==> src/shared/acs_defines.svh <==
`ifndef ACS_DEFINES_SVH
`define ACS_DEFINES_SVH
`define ACS_ADDR_CTRL 8'h00
`define ACS_ADDR_OPTION 8'h04
`define ACS_ADDR_STATUS 8'h08
`define ACS_RES_PAGE 3'h1
`define ACS_CTRL_RST 7'h00
`define ACS_OPT_PWR_BIT 0
`define ACS_OPT_CONVERTER_CLOCK_SOURCE_BIT 1
`define ACS_SEL_LOW_REF 4'hD
`define ACS_SEL_RESERVED 2'h2
`define ACS_LAST_OF4 3'h3
`define ACS_LAST_OF8 3'h7
`define ACS_RES_PAD 6'h00
`define ACS_RESP_OKAY 2'h0
`define ACS_RESP_SLVERR 2'h2
`define ACS_CLK_PERIOD_NS 10
`define ACS_PWR_SETTLE_US 100
`define ACS_RC_SETTLE_MS 10
`define ACS_PWR_SETTLE_CYC ((`ACS_PWR_SETTLE_US * 1000 + `ACS_CLK_PERIOD_NS - 1) / `ACS_CLK_PERIOD_NS)
`define ACS_RC_SETTLE_CYC ((`ACS_RC_SETTLE_MS * 1000000 + `ACS_CLK_PERIOD_NS - 1) / `ACS_CLK_PERIOD_NS)
`define ACS_SETTLE_W 20
`endif

==> src/shared/acs_pkg.sv <==
package acs_pkg;
  typedef struct packed {
    logic scan;
    logic eight_conversion_select;
    logic multi_channel_select;
    logic [3:0] chan_sel;
  } acs_ctrl_t;

  typedef struct packed {
    logic [3:0] mux_sel;
    logic start;
    logic power;
    logic clk_rc;
  } acs_core_req_t;

  typedef struct packed {
    logic done;
    logic [9:0] data;
  } acs_core_rsp_t;

  typedef enum logic [1:0] {
    ST_IDLE = 2'b00,
    ST_START = 2'b01,
    ST_WAIT = 2'b11,
    ST_STORE = 2'b10
  } acs_state_t;
endpackage

==> src/logic/acs_result_mem.sv <==
`timescale 1ns/1ns
module acs_result_mem (
  input wire logic i_ref_clk, // system clock
  input wire logic i_reset, // sync reset, high
  input wire logic i_we, // write strobe
  input wire logic [2:0] i_waddr, // slot written
  input wire logic [15:0] i_wdata, // left-justified result
  input wire logic [2:0] i_raddr, // slot read
  output logic [15:0] o_rdata // registered read data
);
  logic [15:0] mem_q [8];

  // slots need no reset: contents are undefined until first conversion
  always_ff @(posedge i_ref_clk) begin
    if (i_we) begin
      mem_q[i_waddr] <= i_wdata;
    end
  end

  always_ff @(posedge i_ref_clk) begin
    if (i_reset) begin
      o_rdata <= 16'h0000;
    end else begin
      o_rdata <= mem_q[i_raddr];
    end
  end
endmodule

==> src/logic/acs_conversion_sequencer.sv <==
`timescale 1ns/1ns
`include "acs_defines.svh"
module acs_conversion_sequencer #(
  parameter int unsigned PWR_SETTLE_CYC = `ACS_PWR_SETTLE_CYC,
  parameter int unsigned RC_SETTLE_CYC = `ACS_RC_SETTLE_CYC
) (
  input wire logic i_ref_clk, // 100 MHz system clock
  input wire logic i_reset, // sync reset, high
  input wire logic i_awvalid, // write address valid
  output logic o_awready, // write address ready
  input wire logic [7:0] i_awaddr, // write byte address
  input wire logic i_wvalid, // write data valid
  output logic o_wready, // write data ready
  input wire logic [31:0] i_wdata, // write data
  input wire logic [3:0] i_wstrb, // write byte lanes
  output logic o_bvalid, // write response valid
  input wire logic i_bready, // write response ready
  output logic [1:0] o_bresp, // write response
  input wire logic i_arvalid, // read address valid
  output logic o_arready, // read address ready
  input wire logic [7:0] i_araddr, // read byte address
  output logic o_rvalid, // read data valid
  input wire logic i_rready, // read data ready
  output logic [31:0] o_rdata, // read data
  output logic [1:0] o_rresp, // read response
  output acs_pkg::acs_core_req_t o_core, // to mux and converter core
  input acs_pkg::acs_core_rsp_t i_core // from converter core
);
  import acs_pkg::*;

  acs_ctrl_t ctrl_q;
  acs_state_t state_q;
  logic done_flag_q;
  logic power_q;
  logic clk_rc_q;
  logic run_q;
  logic [2:0] cnt_q;
  logic [3:0] mux_sel_q;
  logic start_q;
  logic [2:0] done_sync_q;
  logic done_lvl_q;
  logic done_evt;
  logic [9:0] data_q;
  logic [9:0] data2_q;
  logic [9:0] res_q;
  logic [3:0] chan_code;
  logic [3:0] mux_dec;
  logic [2:0] slot;
  logic [2:0] last_cnt;
  logic at_last;
  logic mem_we;
  logic [15:0] mem_wdata;
  logic [15:0] mem_rdata;
  logic [1:0] settle_ok;
  logic aw_hold_q;
  logic aw_hold_d;
  logic [7:0] aw_addr_q;
  logic w_hold_q;
  logic w_hold_d;
  logic [31:0] w_data_q;
  logic [3:0] w_strb_q;
  logic awready_q;
  logic wready_q;
  logic bvalid_q;
  logic [1:0] bresp_q;
  logic wr_fire;
  logic ctrl_wr;
  logic opt_wr;
  logic arready_q;
  logic rd_pend_q;
  logic [7:0] rd_addr_q;
  logic rvalid_q;
  logic [31:0] rdata_q;
  logic [1:0] rresp_q;
  logic [31:0] rd_mux;
  logic rd_ok;

  // ---- converter done: pin from another clock, three stages
  always_ff @(posedge i_ref_clk) begin
    if (i_reset) begin
      done_sync_q <= 3'h0;
      done_lvl_q <= 1'b0;
    end else begin
      done_sync_q <= {done_sync_q[1:0], i_core.done};
      if (done_sync_q[1] == done_sync_q[2]) begin
        done_lvl_q <= done_sync_q[2];
      end
    end
  end

  assign done_evt = done_sync_q[1] & done_sync_q[2] & ~done_lvl_q;

  // core holds data with done, so two stages line it up with done_evt
  always_ff @(posedge i_ref_clk) begin
    if (i_reset) begin
      data_q <= 10'h000;
      data2_q <= 10'h000;
    end else begin
      data_q <= i_core.data;
      data2_q <= data_q;
    end
  end

  // ---- channel decode
  always_comb begin
    if (!ctrl_q.multi_channel_select) begin
      chan_code = ctrl_q.chan_sel;
    end else if (!ctrl_q.eight_conversion_select) begin
      chan_code = {ctrl_q.chan_sel[3:2], cnt_q[1:0]};
    end else begin
      chan_code = {1'b0, cnt_q};
    end
    // reserved group reads the low reference
    if (chan_code[3:2] == `ACS_SEL_RESERVED) begin
      mux_dec = `ACS_SEL_LOW_REF;
    end else begin
      mux_dec = chan_code;
    end
  end

  assign last_cnt = ctrl_q.eight_conversion_select ? `ACS_LAST_OF8 : `ACS_LAST_OF4;
  assign at_last = (cnt_q == last_cnt);
  // four-conversion modes use the upper four slots
  assign slot = ctrl_q.eight_conversion_select ? cnt_q : {1'b1, cnt_q[1:0]};
  assign mem_we = (state_q == ST_STORE);
  assign mem_wdata = {res_q, `ACS_RES_PAD};

  // ---- sequencer
  always_ff @(posedge i_ref_clk) begin
    if (i_reset) begin
      state_q <= ST_IDLE;
      cnt_q <= 3'h0;
      start_q <= 1'b0;
      mux_sel_q <= 4'h0;
      res_q <= 10'h000;
    end else begin
      start_q <= 1'b0;
      if (!power_q || ctrl_wr) begin
        state_q <= ST_IDLE;
        cnt_q <= 3'h0;
      end else begin
        case (state_q)
          ST_IDLE: begin
            if (run_q) begin
              state_q <= ST_START;
            end
          end
          ST_START: begin
            // mux only moves on a clock edge, never mid-conversion
            mux_sel_q <= mux_dec;
            start_q <= 1'b1;
            state_q <= ST_WAIT;
          end
          ST_WAIT: begin
            if (done_evt) begin
              res_q <= data2_q;
              state_q <= ST_STORE;
            end
          end
          ST_STORE: begin
            if (at_last) begin
              cnt_q <= 3'h0;
              state_q <= ctrl_q.scan ? ST_START : ST_IDLE;
            end else begin
              cnt_q <= cnt_q + 3'h1;
              state_q <= ST_START;
            end
          end
          default: begin
            state_q <= ST_IDLE;
          end
        endcase
      end
    end
  end

  // a command written while powered down is kept but not run
  always_ff @(posedge i_ref_clk) begin
    if (i_reset) begin
      run_q <= 1'b0;
    end else if (!power_q) begin
      run_q <= 1'b0;
    end else if (ctrl_wr) begin
      run_q <= 1'b1;
    end else if (mem_we && at_last && !ctrl_q.scan) begin
      run_q <= 1'b0;
    end
  end

  // write clears the flag even against a same-cycle set
  always_ff @(posedge i_ref_clk) begin
    if (i_reset) begin
      done_flag_q <= 1'b0;
    end else if (ctrl_wr) begin
      done_flag_q <= 1'b0;
    end else if (mem_we && at_last && power_q) begin
      done_flag_q <= 1'b1;
    end
  end

  always_ff @(posedge i_ref_clk) begin
    if (i_reset) begin
      ctrl_q <= `ACS_CTRL_RST;
      power_q <= 1'b0;
      clk_rc_q <= 1'b0;
    end else begin
      if (ctrl_wr) begin
        ctrl_q <= w_data_q[6:0];
      end
      if (opt_wr) begin
        power_q <= w_data_q[`ACS_OPT_PWR_BIT];
        clk_rc_q <= w_data_q[`ACS_OPT_CONVERTER_CLOCK_SOURCE_BIT];
      end
    end
  end

  // ---- settle timers: power bias and RC oscillator
  generate
    for (genvar g = 0; g < 2; g++) begin : g_settle
      logic [`ACS_SETTLE_W-1:0] cnt_s_q;
      logic en;
      logic [`ACS_SETTLE_W-1:0] limit;
      assign en = (g == 0) ? power_q : clk_rc_q;
      assign limit = (g == 0) ? `ACS_SETTLE_W'(PWR_SETTLE_CYC) : `ACS_SETTLE_W'(RC_SETTLE_CYC);
      always_ff @(posedge i_ref_clk) begin
        if (i_reset || !en) begin
          cnt_s_q <= '0;
        end else if (cnt_s_q != limit) begin
          cnt_s_q <= cnt_s_q + `ACS_SETTLE_W'(1);
        end
      end
      assign settle_ok[g] = en && (cnt_s_q == limit);
    end
  endgenerate

  acs_result_mem u_mem (
    .i_ref_clk(i_ref_clk),
    .i_reset(i_reset),
    .i_we(mem_we),
    .i_waddr(slot),
    .i_wdata(mem_wdata),
    .i_raddr(i_araddr[4:2]),
    .o_rdata(mem_rdata)
  );

  // ---- AXI4-Lite write side
  assign wr_fire = aw_hold_q & w_hold_q & ~bvalid_q;
  assign ctrl_wr = wr_fire && (aw_addr_q == `ACS_ADDR_CTRL) && w_strb_q[0];
  assign opt_wr = wr_fire && (aw_addr_q == `ACS_ADDR_OPTION) && w_strb_q[0];

  always_comb begin
    aw_hold_d = aw_hold_q;
    w_hold_d = w_hold_q;
    if (wr_fire) begin
      aw_hold_d = 1'b0;
      w_hold_d = 1'b0;
    end else begin
      if (i_awvalid && awready_q) begin
        aw_hold_d = 1'b1;
      end
      if (i_wvalid && wready_q) begin
        w_hold_d = 1'b1;
      end
    end
  end

  always_ff @(posedge i_ref_clk) begin
    if (i_reset) begin
      aw_hold_q <= 1'b0;
      w_hold_q <= 1'b0;
      awready_q <= 1'b0;
      wready_q <= 1'b0;
      aw_addr_q <= 8'h00;
      w_data_q <= 32'h00000000;
      w_strb_q <= 4'h0;
    end else begin
      aw_hold_q <= aw_hold_d;
      w_hold_q <= w_hold_d;
      awready_q <= ~aw_hold_d;
      wready_q <= ~w_hold_d;
      if (i_awvalid && awready_q) begin
        aw_addr_q <= i_awaddr;
      end
      if (i_wvalid && wready_q) begin
        w_data_q <= i_wdata;
        w_strb_q <= i_wstrb;
      end
    end
  end

  always_ff @(posedge i_ref_clk) begin
    if (i_reset) begin
      bvalid_q <= 1'b0;
      bresp_q <= `ACS_RESP_OKAY;
    end else if (wr_fire) begin
      bvalid_q <= 1'b1;
      if ((aw_addr_q == `ACS_ADDR_CTRL) || (aw_addr_q == `ACS_ADDR_OPTION) ||
          (aw_addr_q == `ACS_ADDR_STATUS) ||
          ((aw_addr_q[7:5] == `ACS_RES_PAGE) && (aw_addr_q[1:0] == 2'h0))) begin
        bresp_q <= `ACS_RESP_OKAY;
      end else begin
        bresp_q <= `ACS_RESP_SLVERR;
      end
    end else if (i_bready) begin
      bvalid_q <= 1'b0;
    end
  end

  // ---- AXI4-Lite read side
  always_comb begin
    rd_ok = 1'b1;
    rd_mux = 32'h00000000;
    if (rd_addr_q == `ACS_ADDR_CTRL) begin
      rd_mux = {24'h000000, done_flag_q, ctrl_q};
    end else if (rd_addr_q == `ACS_ADDR_OPTION) begin
      rd_mux = {30'h00000000, clk_rc_q, power_q};
    end else if (rd_addr_q == `ACS_ADDR_STATUS) begin
      rd_mux = {29'h00000000, (state_q != ST_IDLE), settle_ok};
    end else if ((rd_addr_q[7:5] == `ACS_RES_PAGE) && (rd_addr_q[1:0] == 2'h0)) begin
      rd_mux = {16'h0000, mem_rdata};
    end else begin
      rd_ok = 1'b0;
    end
  end

  always_ff @(posedge i_ref_clk) begin
    if (i_reset) begin
      arready_q <= 1'b0;
      rd_pend_q <= 1'b0;
      rd_addr_q <= 8'h00;
      rvalid_q <= 1'b0;
      rdata_q <= 32'h00000000;
      rresp_q <= `ACS_RESP_OKAY;
    end else begin
      if (i_arvalid && arready_q) begin
        arready_q <= 1'b0;
        rd_pend_q <= 1'b1;
        rd_addr_q <= i_araddr;
      end else if (rd_pend_q) begin
        rd_pend_q <= 1'b0;
        rvalid_q <= 1'b1;
        rdata_q <= rd_mux;
        rresp_q <= rd_ok ? `ACS_RESP_OKAY : `ACS_RESP_SLVERR;
      end else if (rvalid_q) begin
        if (i_rready) begin
          rvalid_q <= 1'b0;
          arready_q <= 1'b1;
        end
      end else begin
        arready_q <= 1'b1;
      end
    end
  end

  assign o_awready = awready_q;
  assign o_wready = wready_q;
  assign o_bvalid = bvalid_q;
  assign o_bresp = bresp_q;
  assign o_arready = arready_q;
  assign o_rvalid = rvalid_q;
  assign o_rdata = rdata_q;
  assign o_rresp = rresp_q;
  assign o_core = '{mux_sel: mux_sel_q, start: start_q, power: power_q, clk_rc: clk_rc_q};
endmodule

==> config.mk <==
export PLATFORM = sky130hd
export DESIGN_NAME = acs_conversion_sequencer
export DESIGN_NICKNAME = d
export VERILOG_FILES = /design/src/shared/acs_pkg.sv /design/src/logic/acs_result_mem.sv /design/src/logic/acs_conversion_sequencer.sv
export VERILOG_INCLUDE_DIRS = /design/src /design/src/shared
export SDC_FILE = /design/constraint.sdc
export NUM_CORES = 1
export LEC_CHECK = 0
export ABC_AREA = 1
export BUFFER_PORTS_ARGS = -buffer_cell sky130_fd_sc_hd__buf_2
export CAP_MARGIN = 10
export CORE_MARGIN = 1
export CORE_UTILIZATION = 55
export DETAILED_ROUTE_END_ITERATION = 8
export HOLD_SLACK_MARGIN = 0.08
export PLACE_DENSITY = 0.75
export SETUP_SLACK_MARGIN = 0.2
export SLEW_MARGIN = 0
export SYNTH_ARGS = -nofsm -noshare
export SYNTH_HDL_FRONTEND = slang
export SYNTH_HIERARCHICAL = 1
export SYNTH_SLANG_ARGS = --single-unit
==> constraint.sdc <==
create_clock -name i_ref_clk -period 2.53 [get_ports i_ref_clk]
set_input_delay 0.253 -clock i_ref_clk [delete_from_list [all_inputs] [get_ports i_ref_clk]]
set_output_delay 0.253 -clock i_ref_clk [all_outputs]
set_load 0.03 [all_outputs]
==> results.toml <==
[placed_design]
hpwl_um = 15600
dp_slack_ns = 0.5994
io_buffers = 71
gp_congestion = 0.8468
place_area_sq_um = 12860

[routing]
drt_iter0_drc = 523
wl_per_cell_um = 13.80
via_count = 9367
drc = 0
ant_nets = 0
vias_per_cell = 4.985
drtPass1Iterations = 5
drt-total-wl_um = 25930

[final_layout]
regArea_sq_um = 7067
n_fill_cell = 1760
drive_gt1_share_pct = 10.07
diodes = 0
multi_input_area_sq_um = 4004
area_growth_pct = 15.74
stdcell_area_sq_um = 14080
nets = 1653

[timing]
finalSetupViolCount = 0
slew_violations = 0
grt_setup_unrepaired = "false"
finalSetupTns_ns = 0
relSlewSlack_pct = 41.83
hold_viol = 0
finalCritPeriodShare_pct = 71.66
worst_pin_slew_ns = 0.8716
clock.fmax_ghz = 0.5516
fin_crit_ns = 1.813
skew_ns = 0.01549
setup_ws_ns = 0.7170

[power]
power_mw = 9.446
p_leak_nw = 6.161
powerDensity_nw_per_um2 = 670.7
peakVddDrop_v = 0.0005295

[global_routing]
grt_max_degree = 66
grt_use_met2_pct = 40.09
grt_pass1_wl_um = 40970
grt_pass1_vias = 8666
grtUsageTotal_pct = 22.94
grt_use_met3_pct = 3.333
grt_overflow = 0
top_usage_layer = "met2"
antenna_found_initial = 0
grtUsageMet1_pct = 29.50

[synthesis]
yosysUniqueCellTypes = 40
async_flop_share_pct = 0
synthAdderAreaFrac_pct = 0.7198
synth_compound_area_share_pct = 6.889
synth_area_leaders = "edfxtp_1, dfxtp_1, nand2_1"
synth-xor-area-share_pct = 0.1440
synthCells = 1421
synth_edf_count = 128
synth.top_cell.area_share_pct = 31.59
synth_seq_cells = 289
yosys.area_share.simple_pct = 23.12
synth_top_family_by_area = "simple AND/OR/NAND/NOR gates"
yosysWarnings = 6
synthFlopType = "dfxtp_1"
yosysTopAreaCell = "edfxtp_1"
seq_area_frac_synth_pct = 58.08
syn-mean-instance-area_sq_um = 8.563
syn_area_sq_um = 12170
synth.mux.area_fraction_pct = 0

[clock_tree]
clkSinkCount = 289
clkSlewWorstSetupHoldPaths_ns = 0.06
htree_levels = 1
clock_latency_ns = 0.55
cts_resized = 0
cts_tree = "yes"
cts_buffers = 29
root_buffer = "clkbuf_16"
cts_buffer_depth = 3

[worst_hold_path]
hp-class = "in2reg"
min-delay-start = "i_reset"

[worst_setup_path]
path_cells = "ha_1 > nand2_1 > inv_1 > nand3_2 > nor2_2 > nand3b_1 > inv_1 > nand2_1 > o21ai_0 > nor2_1"
end_kind = "register"
cp-start-kind = "register"
arrival_ns = 2.24
slowest_delay_ns = 0.41
timing.rr.start = "g_settle[1].cnt_s_q[1]"
crit_start = "g_settle[1].cnt_s_q[1]"
cp_max_fo = 5
critPathSlowestCell = "dfxtp_1"
critPathKind = "reg2reg"
cp.required_ns = 2.96

[die]
die_w_um = 150.7
rows = 54
coreArea_sq_um = 21760
die_h_um = 150.7
start_util_pct = 55.93
ioPinCount = 118
die_area_sq_um = 22720

[outcome]
status = "complete, no violations"

[job]
max_cap_viol_count = 0
## layer usage
metal  part of all wire, %  up-vias
met2                    49      294
met5                     0        -
met4                   2.0        0
met1                    43     4294
li1                      -     4738
met3                   6.1       41
## metrics by stage
stage | hold slack (ns) | instances | utilization, %
after floorplan | 0.3600 | 1486 | -
after global placement | 0.3953 | 1791 | 59.10
after detailed placement | 0.3975 | 1791 | 59.10
after CTS | 0.1523 | 1879 | 64.73
after global routing | 0.1672 | 1879 | 64.73
final | 0.1545 | 1879 | 64.73
## cells by family after synthesis
group | Yosys count
other | 1
and+or+nand+nor | 650
adders and majority gates | 7
AOI/OAI and AO/OA | 158
DFF | 289
xor gates and xnor gates | 2
buffers and inverters | 314
## placed cells by master, fill, tap and decap left out, drive strengths merged, types with 23 or more instances in the layout
cell type      n
clkbuf        39
nor2         168
dlygate4sd3   34
nand4         23
buf           88
nand3        110
nand2        320
o21ai         58
inv          256
dfxtp        161
edfxtp       128
conb          66
a21oi         80
## worst paths after layout
path / depth (start not counted) / slack, ns / to
worst max-delay path: 10 / 0.72 / g_settle[1].cnt_s_q[14]
worst min-delay path: 2 / 0.15 / o_rdata[0]
worst max register to register: 10 / 0.72 / g_settle[1].cnt_s_q[14]
worst min register to register: 2 / 0.40 / data2_q[9]
## critical path: cells and delay by family (launching register included)
kind	cells	cell delay, ns
buffers and inverters	2	0.26
adder cells (fa/ha/maj)	1	0.25
AO/OA/AOI/OAI	1	0.15
AND/OR/NAND/NOR	6	0.62
flip-flops	1	0.41
## repair_timing
| item | CTS | global route |
|---|---|---|
| setup buffers | 0 | 0 |
| endpoints found under the hold margin | 35 | 0 |
| hold buffers | 34 | 0 |
## flip-flops by register name, summed over array words and instances (netlist names), 2 cells and up
signal / cells
ctrl_q: 7
rd_addr_q: 8
u_mem/mem_q: 128
u_mem/o_rdata: 16
cnt_q: 3
res_q: 10
state_q: 2
w_data_q: 7
data2_q: 10
data_q: 10
g_settle.cnt_s_q: 40
mux_sel_q: 4
aw_addr_q: 8
o_rdata: 16
done_sync_q: 3
## cell type report
cell class / count / share of cell area, %
multi-input combinational: 883 / 28.43
clock inverter: 15 / 0.6219
timing repair buffer: 122 / 5.935
inverter: 251 / 6.690
clock buffer: 39 / 5.659
sequential: 289 / 50.18
tap: 280 / 2.488
## Yosys cell counts, drive strengths merged, types with 2 or more instances
| cell | number |
|---|---|
| o211ai | 6 |
| a21oi | 80 |
| nand3b | 4 |
| nand3 | 110 |
| nor4 | 5 |
| nand4 | 23 |
| dfxtp | 161 |
| buf | 49 |
| o21a | 6 |
| inv | 250 |
| nor2 | 168 |
| edfxtp | 128 |
| nor3 | 14 |
| or2 | 3 |
| ha | 7 |
| nand2 | 320 |
| o21ai | 58 |
| nor3b | 3 |
| a31oi | 4 |
| xor2 | 2 |
| clkbuf | 14 |
## report_power, final
group,total (mW),switching (mW),leakage (nW),internal [mW]
registers,4.96,0.0369,2.48,4.92
logic,0.511,0.343,3.23,0.168
clock network,3.97,1.75,0.444,2.22
total,9.45,2.13,6.16,7.31
(Power assumes the default switching activity.)
